===== config.mk =====
export PLATFORM = sky130hd
export DESIGN_NAME = enclave_page_permission_extender
export DESIGN_NICKNAME = d
export VERILOG_FILES = /design/src/perm_ext_pkg.sv /design/src/enclave_page_permission_extender.sv
export SDC_FILE = /design/constraint.sdc
export NUM_CORES = 2
export LEC_CHECK = 0
export BUFFER_PORTS_ARGS = -buffer_cell sky130_fd_sc_hd__buf_4
export CELL_PAD_IN_SITES_DETAIL_PLACEMENT = 1
export CELL_PAD_IN_SITES_GLOBAL_PLACEMENT = 2
export CORE_AREA = 3 3 522 524
export DETAILED_ROUTE_END_ITERATION = 12
export DIE_AREA = 0 0 525 527
export PLACE_DENSITY = 0.6
export SLEW_MARGIN = 20
export SYNTH_ARGS = -nofsm -noshare
export SYNTH_HDL_FRONTEND = slang
export SYNTH_SLANG_ARGS = --single-unit

===== constraint.sdc =====
create_clock -name sys_clk_i -period 15.48 [get_ports sys_clk_i]
set_input_delay 4.644 -clock sys_clk_i [delete_from_list [all_inputs] [get_ports sys_clk_i]]
set_output_delay 4.644 -clock sys_clk_i [all_outputs]
set_load 0.05 [all_outputs]

===== src/perm_ext_pkg.sv =====
// Constants and types for the enclave page permission extender.
package perm_ext_pkg;
   localparam logic [63:0] LEAF_EXTEND = 64'h0000_0000_0000_0006;
   localparam logic [63:0] DESC_SIZE_M1 = 64'h0000_0000_0000_003f;
   localparam logic [63:0] PAGE_SIZE_M1 = 64'h0000_0000_0000_0fff;
   localparam logic [7:0] REGULAR_PAGE_TYPE = 8'h01;
   localparam int FLAG_R = 0;
   localparam int FLAG_W = 1;
   localparam int FLAG_X = 2;
   localparam logic [511:0] DESC_RSV_MASK = {{496{1'b1}}, 8'h00, 8'hf8};
   localparam int VA_TOP = 47;
   localparam logic [7:0] REG_CTRL = 8'h00;
   localparam logic [7:0] REG_STATUS = 8'h04;
   localparam logic [7:0] REG_MASK = 8'h08;
   localparam logic [7:0] REG_FADDR_LO = 8'h0c;
   localparam logic [7:0] REG_FADDR_HI = 8'h10;
   localparam logic [7:0] REG_ECODE = 8'h14;
   localparam logic [7:0] REG_STATE = 8'h18;
   localparam logic [7:0] REG_COUNT = 8'h1c;
   localparam int CTRL_EN = 0;
   localparam logic CTRL_EN_RST = 1'b1;
   localparam int ST_DONE = 0;
   localparam int ST_GP = 1;
   localparam int ST_PF = 2;
   localparam logic [2:0] STATUS_RST = 3'h0;
   localparam logic [2:0] MASK_RST = 3'h0;
   localparam logic [31:0] GP_CODE = 32'h0000_0000;

   typedef struct packed {
      logic valid;
      logic r;
      logic w;
      logic x;
      logic pending;
      logic modified;
      logic blocked;
      logic [7:0] pt;
      logic [63:0] owner;
      logic [63:0] lin;
   } meta_t;

   typedef struct packed {
      logic in_epc;
      logic pf;
      logic [31:0] pf_code;
      meta_t meta;
      logic [511:0] data;
   } resp_t;

   typedef struct packed {
      logic [63:0] sel;
      logic [63:0] base;
      logic [63:0] count;
   } leaf_t;

   typedef struct packed {
      logic in_enclave;
      logic mode64;
      logic [31:0] seg_limit;
      logic [63:0] el_base;
      logic [63:0] el_limit;
      logic [63:0] active;
   } env_t;

   typedef enum logic [3:0] {
      S_IDLE = 4'h0,
      S_ADDR = 4'h1,
      S_QDESC = 4'h2,
      S_QTGT = 4'h3,
      S_CHK = 4'h4,
      S_RDESC = 4'h5,
      S_TCHK = 4'h6,
      S_LOCK = 4'h7,
      S_QRE = 4'h8,
      S_WRITE = 4'h9,
      S_REL = 4'ha,
      S_FIN = 4'hb
   } state_t;
endpackage


===== src/enclave_page_permission_extender.sv =====
// Permission extension leaf engine with its register port.
`timescale 1ns/10ps
`default_nettype none
module enclave_page_permission_extender (
   input wire logic sys_clk_i,
   input wire logic nrst_i,
   input wire logic [7:0] reg_addr_i,
   input wire logic [31:0] reg_wdata_i,
   input wire logic reg_wr_i,
   input wire logic reg_rd_i,
   output logic [31:0] reg_rdata_o,
   output logic irq_o,
   input wire logic leaf_req_i,
   input wire perm_ext_pkg::leaf_t leaf_i,
   input wire perm_ext_pkg::env_t env_i,
   output logic busy_o,
   output logic acc_req_o,
   output logic acc_meta_o,
   output logic [63:0] acc_addr_o,
   input wire logic acc_ack_i,
   input wire perm_ext_pkg::resp_t acc_resp_i,
   output logic lock_req_o,
   input wire logic lock_ack_i,
   input wire logic lock_busy_i,
   output logic lock_rel_o,
   output logic meta_wr_o,
   output logic [2:0] meta_rwx_o,
   output logic done_o,
   output logic gp_o,
   output logic pf_o,
   output logic [63:0] fault_addr_o,
   output logic [31:0] err_code_o
);

   typedef struct packed {
      perm_ext_pkg::state_t st;
      perm_ext_pkg::leaf_t leaf;
      logic [511:0] scratch;
      perm_ext_pkg::meta_t dmeta;
      perm_ext_pkg::meta_t tmeta;
      logic depc;
      logic tepc;
      logic fgp;
      logic fpf;
      logic locked;
      logic [63:0] faddr;
      logic [31:0] ecode;
      logic en;
      logic [2:0] status;
      logic [2:0] mask;
      logic [15:0] count;
      logic [31:0] rdata;
      logic irq;
      logic busy;
      logic acc_req;
      logic acc_meta;
      logic [63:0] acc_addr;
      logic lock_req;
      logic lock_rel;
      logic meta_wr;
      logic [2:0] rwx;
      logic done;
      logic gp;
      logic pf;
   } regs_t;

   regs_t q_r;
   regs_t q_nxt;

   // Canonical form in 64-bit mode, segment limit otherwise.
   function automatic logic addr_ok(input logic [63:0] a, input logic [63:0] sz_m1,
                                    input perm_ext_pkg::env_t e);
      logic [63:0] last;
      last = a + sz_m1;
      if (e.mode64) begin
         addr_ok = (a[63:perm_ext_pkg::VA_TOP] == '0) ||
                   (a[63:perm_ext_pkg::VA_TOP] == '1);
      end else begin
         addr_ok = (a[63:32] == 32'h0) && (last <= {32'h0, e.seg_limit});
      end
   endfunction

   function automatic logic in_range(input logic [63:0] a, input logic [63:0] sz_m1,
                                     input perm_ext_pkg::env_t e);
      logic [63:0] last;
      last = a + sz_m1;
      in_range = (a >= e.el_base) && (last <= e.el_limit) && (last >= a);
   endfunction

   // Common page metadata test; need_r, chk_blk and chk_lin pick the variant.
   function automatic logic meta_ok(input perm_ext_pkg::meta_t m, input logic [63:0] act,
                                    input logic need_r, input logic chk_blk,
                                    input logic chk_lin, input logic [63:0] lin);
      meta_ok = m.valid && !m.pending && !m.modified &&
                (m.pt == perm_ext_pkg::REGULAR_PAGE_TYPE) && (m.owner == act) &&
                (!need_r || m.r) && (!chk_blk || !m.blocked) &&
                (!chk_lin || (m.lin == lin));
   endfunction

   always_comb begin
      logic [2:0] set;
      logic [2:0] clr;
      set = 3'h0;
      clr = 3'h0;
      q_nxt = q_r;
      q_nxt.lock_rel = 1'b0;
      q_nxt.meta_wr = 1'b0;
      q_nxt.done = 1'b0;
      q_nxt.gp = 1'b0;
      q_nxt.pf = 1'b0;
      q_nxt.rdata = 32'h0;

      case (q_r.st)
         perm_ext_pkg::S_IDLE: begin
            // A disabled engine ignores leaf requests; the core must not issue one.
            if (leaf_req_i && q_r.en && leaf_i.sel == perm_ext_pkg::LEAF_EXTEND) begin
               q_nxt.leaf = leaf_i;
               q_nxt.busy = 1'b1;
               q_nxt.fgp = 1'b0;
               q_nxt.fpf = 1'b0;
               q_nxt.locked = 1'b0;
               q_nxt.st = perm_ext_pkg::S_ADDR;
            end
         end

         perm_ext_pkg::S_ADDR: begin
            // Fault address and code restart at zero with every leaf, even a clean one.
            q_nxt.faddr = 64'h0;
            q_nxt.ecode = perm_ext_pkg::GP_CODE;
            q_nxt.st = perm_ext_pkg::S_FIN;
            q_nxt.fgp = 1'b1;
            if (!env_i.in_enclave) begin
               q_nxt.fgp = 1'b1;
            end else if (!addr_ok(q_r.leaf.base, perm_ext_pkg::DESC_SIZE_M1, env_i) ||
                  !addr_ok(q_r.leaf.count, perm_ext_pkg::PAGE_SIZE_M1, env_i)) begin
               q_nxt.fgp = 1'b1;
            end else if ((q_r.leaf.base & perm_ext_pkg::DESC_SIZE_M1) != 64'h0) begin
               q_nxt.fgp = 1'b1;
            end else if ((q_r.leaf.count & perm_ext_pkg::PAGE_SIZE_M1) != 64'h0) begin
               q_nxt.fgp = 1'b1;
            end else if (!in_range(q_r.leaf.base, perm_ext_pkg::DESC_SIZE_M1, env_i) ||
                  !in_range(q_r.leaf.count, perm_ext_pkg::PAGE_SIZE_M1, env_i)) begin
               q_nxt.fgp = 1'b1;
            end else begin
               // The descriptor is only read, so no lock is taken on it.
               q_nxt.fgp = 1'b0;
               q_nxt.st = perm_ext_pkg::S_QDESC;
               q_nxt.acc_req = 1'b1;
               q_nxt.acc_meta = 1'b1;
               q_nxt.acc_addr = q_r.leaf.base;
            end
         end

         perm_ext_pkg::S_QDESC, perm_ext_pkg::S_QTGT: begin
            if (acc_ack_i) begin
               q_nxt.acc_req = 1'b0;
               if (acc_resp_i.pf) begin
                  q_nxt.fpf = 1'b1;
                  q_nxt.faddr = q_r.acc_addr;
                  q_nxt.ecode = acc_resp_i.pf_code;
                  q_nxt.st = perm_ext_pkg::S_FIN;
               end else if (q_r.st == perm_ext_pkg::S_QDESC) begin
                  q_nxt.dmeta = acc_resp_i.meta;
                  q_nxt.depc = acc_resp_i.in_epc;
                  q_nxt.acc_req = 1'b1;
                  q_nxt.acc_addr = q_r.leaf.count;
                  q_nxt.st = perm_ext_pkg::S_QTGT;
               end else begin
                  q_nxt.tmeta = acc_resp_i.meta;
                  q_nxt.tepc = acc_resp_i.in_epc;
                  q_nxt.st = perm_ext_pkg::S_CHK;
               end
            end
         end

         perm_ext_pkg::S_CHK: begin
            q_nxt.ecode = 32'h0;
            q_nxt.fpf = 1'b1;
            q_nxt.st = perm_ext_pkg::S_FIN;
            // Page-cache membership comes before any trust in the metadata lookups.
            if (!q_r.depc) begin
               q_nxt.faddr = q_r.leaf.base;
            end else if (!q_r.tepc) begin
               q_nxt.faddr = q_r.leaf.count;
            end else if (!meta_ok(q_r.dmeta, env_i.active, 1'b1, 1'b1, 1'b1,
                                  {q_r.leaf.base[63:12], 12'h000})) begin
               q_nxt.faddr = q_r.leaf.base;
            end else begin
               q_nxt.fpf = 1'b0;
               q_nxt.st = perm_ext_pkg::S_RDESC;
               q_nxt.acc_req = 1'b1;
               q_nxt.acc_meta = 1'b0;
               q_nxt.acc_addr = q_r.leaf.base;
            end
         end

         perm_ext_pkg::S_RDESC: begin
            if (acc_ack_i) begin
               q_nxt.acc_req = 1'b0;
               q_nxt.scratch = acc_resp_i.data;
               q_nxt.st = perm_ext_pkg::S_TCHK;
               if (acc_resp_i.pf) begin
                  q_nxt.fpf = 1'b1;
                  q_nxt.faddr = q_r.leaf.base;
                  q_nxt.ecode = acc_resp_i.pf_code;
                  q_nxt.st = perm_ext_pkg::S_FIN;
               end else if ((acc_resp_i.data & perm_ext_pkg::DESC_RSV_MASK) !=
                            512'h0) begin
                  q_nxt.fgp = 1'b1;
                  q_nxt.faddr = 64'h0;
                  q_nxt.ecode = perm_ext_pkg::GP_CODE;
                  q_nxt.st = perm_ext_pkg::S_FIN;
               end
            end
         end

         perm_ext_pkg::S_TCHK: begin
            // The target's recorded address waits for the recheck under the lock.
            if (!meta_ok(q_r.tmeta, env_i.active, 1'b0, 1'b1, 1'b0, 64'h0)) begin
               q_nxt.fpf = 1'b1;
               q_nxt.faddr = q_r.leaf.count;
               q_nxt.ecode = 32'h0;
               q_nxt.st = perm_ext_pkg::S_FIN;
            end else begin
               q_nxt.lock_req = 1'b1;
               q_nxt.st = perm_ext_pkg::S_LOCK;
            end
         end

         perm_ext_pkg::S_LOCK: begin
            if (lock_ack_i) begin
               q_nxt.lock_req = 1'b0;
               // A refused lock was never granted, so this fault skips the release.
               if (lock_busy_i) begin
                  q_nxt.fgp = 1'b1;
                  q_nxt.faddr = 64'h0;
                  q_nxt.ecode = perm_ext_pkg::GP_CODE;
                  q_nxt.st = perm_ext_pkg::S_FIN;
               end else begin
                  q_nxt.locked = 1'b1;
                  q_nxt.acc_req = 1'b1;
                  q_nxt.acc_meta = 1'b1;
                  q_nxt.acc_addr = q_r.leaf.count;
                  q_nxt.st = perm_ext_pkg::S_QRE;
               end
            end
         end

         perm_ext_pkg::S_QRE: begin
            // Metadata may have moved while the lock was pending, so it is read again.
            if (acc_ack_i) begin
               q_nxt.acc_req = 1'b0;
               q_nxt.tmeta = acc_resp_i.meta;
               q_nxt.st = perm_ext_pkg::S_REL;
               if (acc_resp_i.pf) begin
                  q_nxt.fpf = 1'b1;
                  q_nxt.faddr = q_r.leaf.count;
                  q_nxt.ecode = acc_resp_i.pf_code;
               end else if (!acc_resp_i.in_epc ||
                            !meta_ok(acc_resp_i.meta, env_i.active, 1'b0, 1'b0, 1'b1,
                                     q_r.leaf.count)) begin
                  q_nxt.fpf = 1'b1;
                  q_nxt.faddr = q_r.leaf.count;
                  q_nxt.ecode = 32'h0;
               end else if (!acc_resp_i.meta.r && !q_r.scratch[perm_ext_pkg::FLAG_R] &&
                            q_r.scratch[perm_ext_pkg::FLAG_W]) begin
                  q_nxt.fgp = 1'b1;
                  q_nxt.faddr = 64'h0;
                  q_nxt.ecode = perm_ext_pkg::GP_CODE;
               end else begin
                  q_nxt.st = perm_ext_pkg::S_WRITE;
               end
            end
         end

         perm_ext_pkg::S_WRITE: begin
            // Only reached with no fault pending; rights are never cleared.
            q_nxt.meta_wr = 1'b1;
            q_nxt.acc_addr = q_r.leaf.count;
            q_nxt.rwx[perm_ext_pkg::FLAG_R] = q_r.tmeta.r |
                                            q_r.scratch[perm_ext_pkg::FLAG_R];
            q_nxt.rwx[perm_ext_pkg::FLAG_W] = q_r.tmeta.w |
                                            q_r.scratch[perm_ext_pkg::FLAG_W];
            q_nxt.rwx[perm_ext_pkg::FLAG_X] = q_r.tmeta.x |
                                            q_r.scratch[perm_ext_pkg::FLAG_X];
            q_nxt.st = perm_ext_pkg::S_REL;
         end

         perm_ext_pkg::S_REL: begin
            // Faults after the grant pass through here too, so no lock is leaked.
            q_nxt.lock_rel = q_r.locked;
            q_nxt.locked = 1'b0;
            q_nxt.st = perm_ext_pkg::S_FIN;
         end

         perm_ext_pkg::S_FIN: begin
            // Each path sets at most one of the fault flags.
            q_nxt.gp = q_r.fgp;
            q_nxt.pf = q_r.fpf;
            q_nxt.done = !q_r.fgp && !q_r.fpf;
            set[perm_ext_pkg::ST_GP] = q_r.fgp;
            set[perm_ext_pkg::ST_PF] = q_r.fpf;
            set[perm_ext_pkg::ST_DONE] = !q_r.fgp && !q_r.fpf;
            q_nxt.count = q_r.count + 16'h0001;
            q_nxt.busy = 1'b0;
            q_nxt.st = perm_ext_pkg::S_IDLE;
         end

         default: begin
            q_nxt.st = perm_ext_pkg::S_IDLE;
            q_nxt.busy = 1'b0;
         end
      endcase

      if (reg_wr_i) begin
         case (reg_addr_i)
            perm_ext_pkg::REG_CTRL: q_nxt.en = reg_wdata_i[perm_ext_pkg::CTRL_EN];
            perm_ext_pkg::REG_STATUS: clr = reg_wdata_i[2:0];
            perm_ext_pkg::REG_MASK: q_nxt.mask = reg_wdata_i[2:0];
            default: q_nxt.en = q_nxt.en;
         endcase
      end

      // A new event wins over a write-one-to-clear in the same cycle.
      q_nxt.status = (q_r.status & ~clr) | set;
      q_nxt.irq = |(q_nxt.status & q_nxt.mask);

      if (reg_rd_i) begin
         case (reg_addr_i)
            perm_ext_pkg::REG_CTRL: q_nxt.rdata = {31'h0, q_r.en};
            perm_ext_pkg::REG_STATUS: q_nxt.rdata = {29'h0, q_r.status};
            perm_ext_pkg::REG_MASK: q_nxt.rdata = {29'h0, q_r.mask};
            perm_ext_pkg::REG_FADDR_LO: q_nxt.rdata = q_r.faddr[31:0];
            perm_ext_pkg::REG_FADDR_HI: q_nxt.rdata = q_r.faddr[63:32];
            perm_ext_pkg::REG_ECODE: q_nxt.rdata = q_r.ecode;
            perm_ext_pkg::REG_STATE: q_nxt.rdata = {27'h0, q_r.busy, q_r.st};
            perm_ext_pkg::REG_COUNT: q_nxt.rdata = {16'h0, q_r.count};
            default: q_nxt.rdata = 32'h0;
         endcase
      end
   end

   always_ff @(posedge sys_clk_i or negedge nrst_i) begin
      if (!nrst_i) begin
         q_r <= '0;
         q_r.st <= perm_ext_pkg::S_IDLE;
         q_r.en <= perm_ext_pkg::CTRL_EN_RST;
         q_r.status <= perm_ext_pkg::STATUS_RST;
         q_r.mask <= perm_ext_pkg::MASK_RST;
      end else begin
         q_r <= q_nxt;
      end
   end

   assign reg_rdata_o = q_r.rdata;
   assign irq_o = q_r.irq;
   assign busy_o = q_r.busy;
   assign acc_req_o = q_r.acc_req;
   assign acc_meta_o = q_r.acc_meta;
   assign acc_addr_o = q_r.acc_addr;
   assign lock_req_o = q_r.lock_req;
   assign lock_rel_o = q_r.lock_rel;
   assign meta_wr_o = q_r.meta_wr;
   assign meta_rwx_o = q_r.rwx;
   assign done_o = q_r.done;
   assign gp_o = q_r.gp;
   assign pf_o = q_r.pf;
   assign fault_addr_o = q_r.faddr;
   assign err_code_o = q_r.ecode;

endmodule
`default_nettype wire


==> flow_summary.json <==
{
  "hp-start": "q_r[124]",
  "die_w_um": 525,
  "post_dp_cell_area_mm2": 0.0580,
  "path_max_fanout": 43,
  "ys_seq_elements": 588,
  "yosys.area.top_type": "dfrtp_1",
  "num_vias": 44800,
  "grt.overflow.total": 0,
  "min_path_type": "reg2reg",
  "yosysSeqAreaShare_pct": 32.9,
  "synth.area.top_cells": "dfrtp_1, ha_1, mux2_2",
  "clockBufferDepth": 3,
  "final_layout_size_suffix_gt1_share_pct": 33.5,
  "worstMarginPinSlew_ns": 1.31,
  "fmax_mhz": 96.5,
  "clk_latency_ns": 0.72,
  "met3_usage_pct": 6.77,
  "clk_pin_slew_worst_paths_ns": 0.06,
  "crit_path_end_kind": "flop",
  "cts-htree-levels": 3,
  "hpwl_um": 292000,
  "ant_nets": 0,
  "drtIter0Drc": 3626,
  "port-buffer-count": 1322,
  "cts-root-buf": "clkbuf_16",
  "rsz0062_at_grt": "false",
  "io_pins": 1360,
  "setup_viol": 0,
  "antenna_found_initial": 137,
  "path_class": "reg2reg",
  "yosysMostFrequentCell": "dfrtp_1",
  "worstPathArrival_ns": 10.93,
  "dr.pass1.iters": 9,
  "grt_pass1_vias": 46900,
  "avgSynthCellArea_um2": 9.22,
  "ys.flop_type": "dfrtp_1",
  "post-route-period-util_pct": 67.0,
  "die-area_mm2": 0.277,
  "viasPerCell": 4.65,
  "syn_area_mm2": 0.0447,
  "busiest_layer": "met2",
  "synthCells": 4851,
  "regToRegStartpoint": "q_r[1107]",
  "numCtsBuffers": 78,
  "finClkSkew_ns": 0.0786,
  "status": "finished clean",
  "cts_setup_buffers": 0,
  "cts_tree": "built",
  "post-route-drc-count": 0,
  "avgRoutedWirePerCell_um": 35.1,
  "cap_violations": 0,
  "slew_headroom_pct": 12.1,
  "synthArstFlopShare_pct": 100,
  "yosys_warnings": 0,
  "use_met1_pct": 28.8,
  "syn_to_final_growth_pct": 36.5,
  "peakVddDrop_mv": 0.127,
  "fin_crit_ns": 10.36,
  "yosys.area.top_type_share_pct": 32.8,
  "clock-sinks": 588,
  "yosysUniqueCellTypes": 84,
  "grt_usage_pct": 23.4,
  "fp-row-count": 190,
  "power_leakage_nw": 29.2,
  "use_met2_pct": 39.2,
  "die_h_um": 527,
  "syn-num-nets": 6391,
  "grt_pass1_wl_um": 440000,
  "worstPathRequired_ns": 16.05,
  "yosys-top-cells-count": "dfrtp_1, inv_1, nand2_1, ha_1, mux2_2",
  "fp.coreArea_mm2": 0.268,
  "initial_utilization_pct": 16.7,
  "post_cts_resized": 0,
  "drv_slew": 0,
  "synth_edf_count": 0,
  "power_density_mw_per_mm2": 104,
  "start_kind": "flop",
  "fin_area_mm2": 0.0610,
  "grt_max_degree": 147,
  "hold_buffers": 0,
  "crit_start": "q_r[1107]",
  "finalWirelength_um": 337000,
  "hold_violations": 0,
  "place.gp.congestion": 0.962,
  "tns_ns": 0,
  "fin_nets": 7509
}
path summary, 6_finish.rpt:
| path | slack (ns) | depth (start not counted) | end |
|---|---|---|---|
| setup / recovery | 5.12 | 23 | acc_addr_o[62] |
| hold / removal | 0.48 | 1 | q_r[124] |
| setup reg to reg | 5.12 | 23 | acc_addr_o[62] |
| hold reg to reg | 0.48 | 1 | q_r[124] |
| max in group asynchronous | 9.24 | 3 | q_r[1045] |
| min in group asynchronous | 3.94 | 1 | q_r[508] |
worst max-delay path: stages, from the launching register on:
cell	delay [ns]
dfrtp_1	0.82
and4_1	0.49
and3_1	0.34
nand2_1	0.22
nor3_1	0.72
nor4b_1	0.73
nand4_1	0.31
or3_1	0.48
inv_1	0.17
and3_1	0.19
ha_1	0.31
inv_1	0.09
ha_1	0.28
nand4_1	0.13
nor4_1	0.77
and3_1	0.51
nand4_1	0.14
o2bb2ai_1	0.36
nor4_1	0.57
a21oi_1	0.19
a211oi_4	0.54
nand4_4	0.67
buf_4	0.68
mux2_1	0.43
power breakdown:
group	leakage [nW]	internal, mW	switching (mW)
sequential	7.83	1.84	0.237
combinational	19.9	0.854	1.30
clock	1.41	1.26	0.868
layout make-up:
type                       count  area, um2
fill                       31200     207000
multi-input combinational   3354      25900
sequential                   588      14700
timing repair buffer        1474      11100
tap                         3552       4440
clock buffer                 103       2220
inverter                     473       1780
clock inverter                36        711
antenna                       41        103
cell families (layout without fill, tap and decap cells):
group,after synthesis,after routing,share of synthesized area [%]
and+or+nand+nor,1340,1340,15.6
buffers and inverters,909,2086,9.45
AOI/OAI and AO/OA,764,764,11.5
DFF,588,588,32.9
muxes,486,486,12.4
adders and majority gates,385,385,10.8
xor gates and xnor gates,379,379,7.42
other,0,41,0
placed cells by master, fill, tap and decap left out, drive strengths merged, types with 111 or more instances in the layout:
| master | synthesis | final |
|---|---|---|
| a21oi | 160 | 160 |
| buf | 227 | 1474 |
| dfrtp | 587 | 587 |
| ha | 385 | 385 |
| inv | 472 | 477 |
| mux2 | 375 | 375 |
| mux2i | 111 | 111 |
| nand2 | 407 | 407 |
| nand4 | 183 | 183 |
| nor2 | 158 | 158 |
| nor4 | 249 | 249 |
| o21ai | 210 | 210 |
| xnor2 | 217 | 217 |
| xor2 | 162 | 162 |
metrics by stage:
stage	util (%)	setup WS (ns)	std cells	power, mW	hold WS [ns]
4_1_cts	22.7	4.98	9579	6.44	0.474
2_1_floorplan	-	7.70	4851	3.32	0.438
5_1_grt	22.8	4.94	9587	6.64	0.491
6_report	22.8	5.12	9621	6.36	0.475
3_5_place_dp	21.6	4.88	9440	4.28	0.465
3_3_place_gp	21.6	4.86	9439	4.23	0.461
sequential cells by signal (all words and copies together), names as in the netlist, 3 cells and up:
name          flops
reg_rdata_o      32
meta_rwx_o        3
fault_addr_o     64
q_r             383
acc_addr_o       64
err_code_o       32
metal layers:
metal  vias to the layer above  share of wire (%)
met5                         -               0.29
met4                       126                3.8
met3                       457                7.5
met2                      1824                 47
met1                     22800                 42
li1                      19600                  -
No activity file was read; power rests on OpenSTA's default activity.
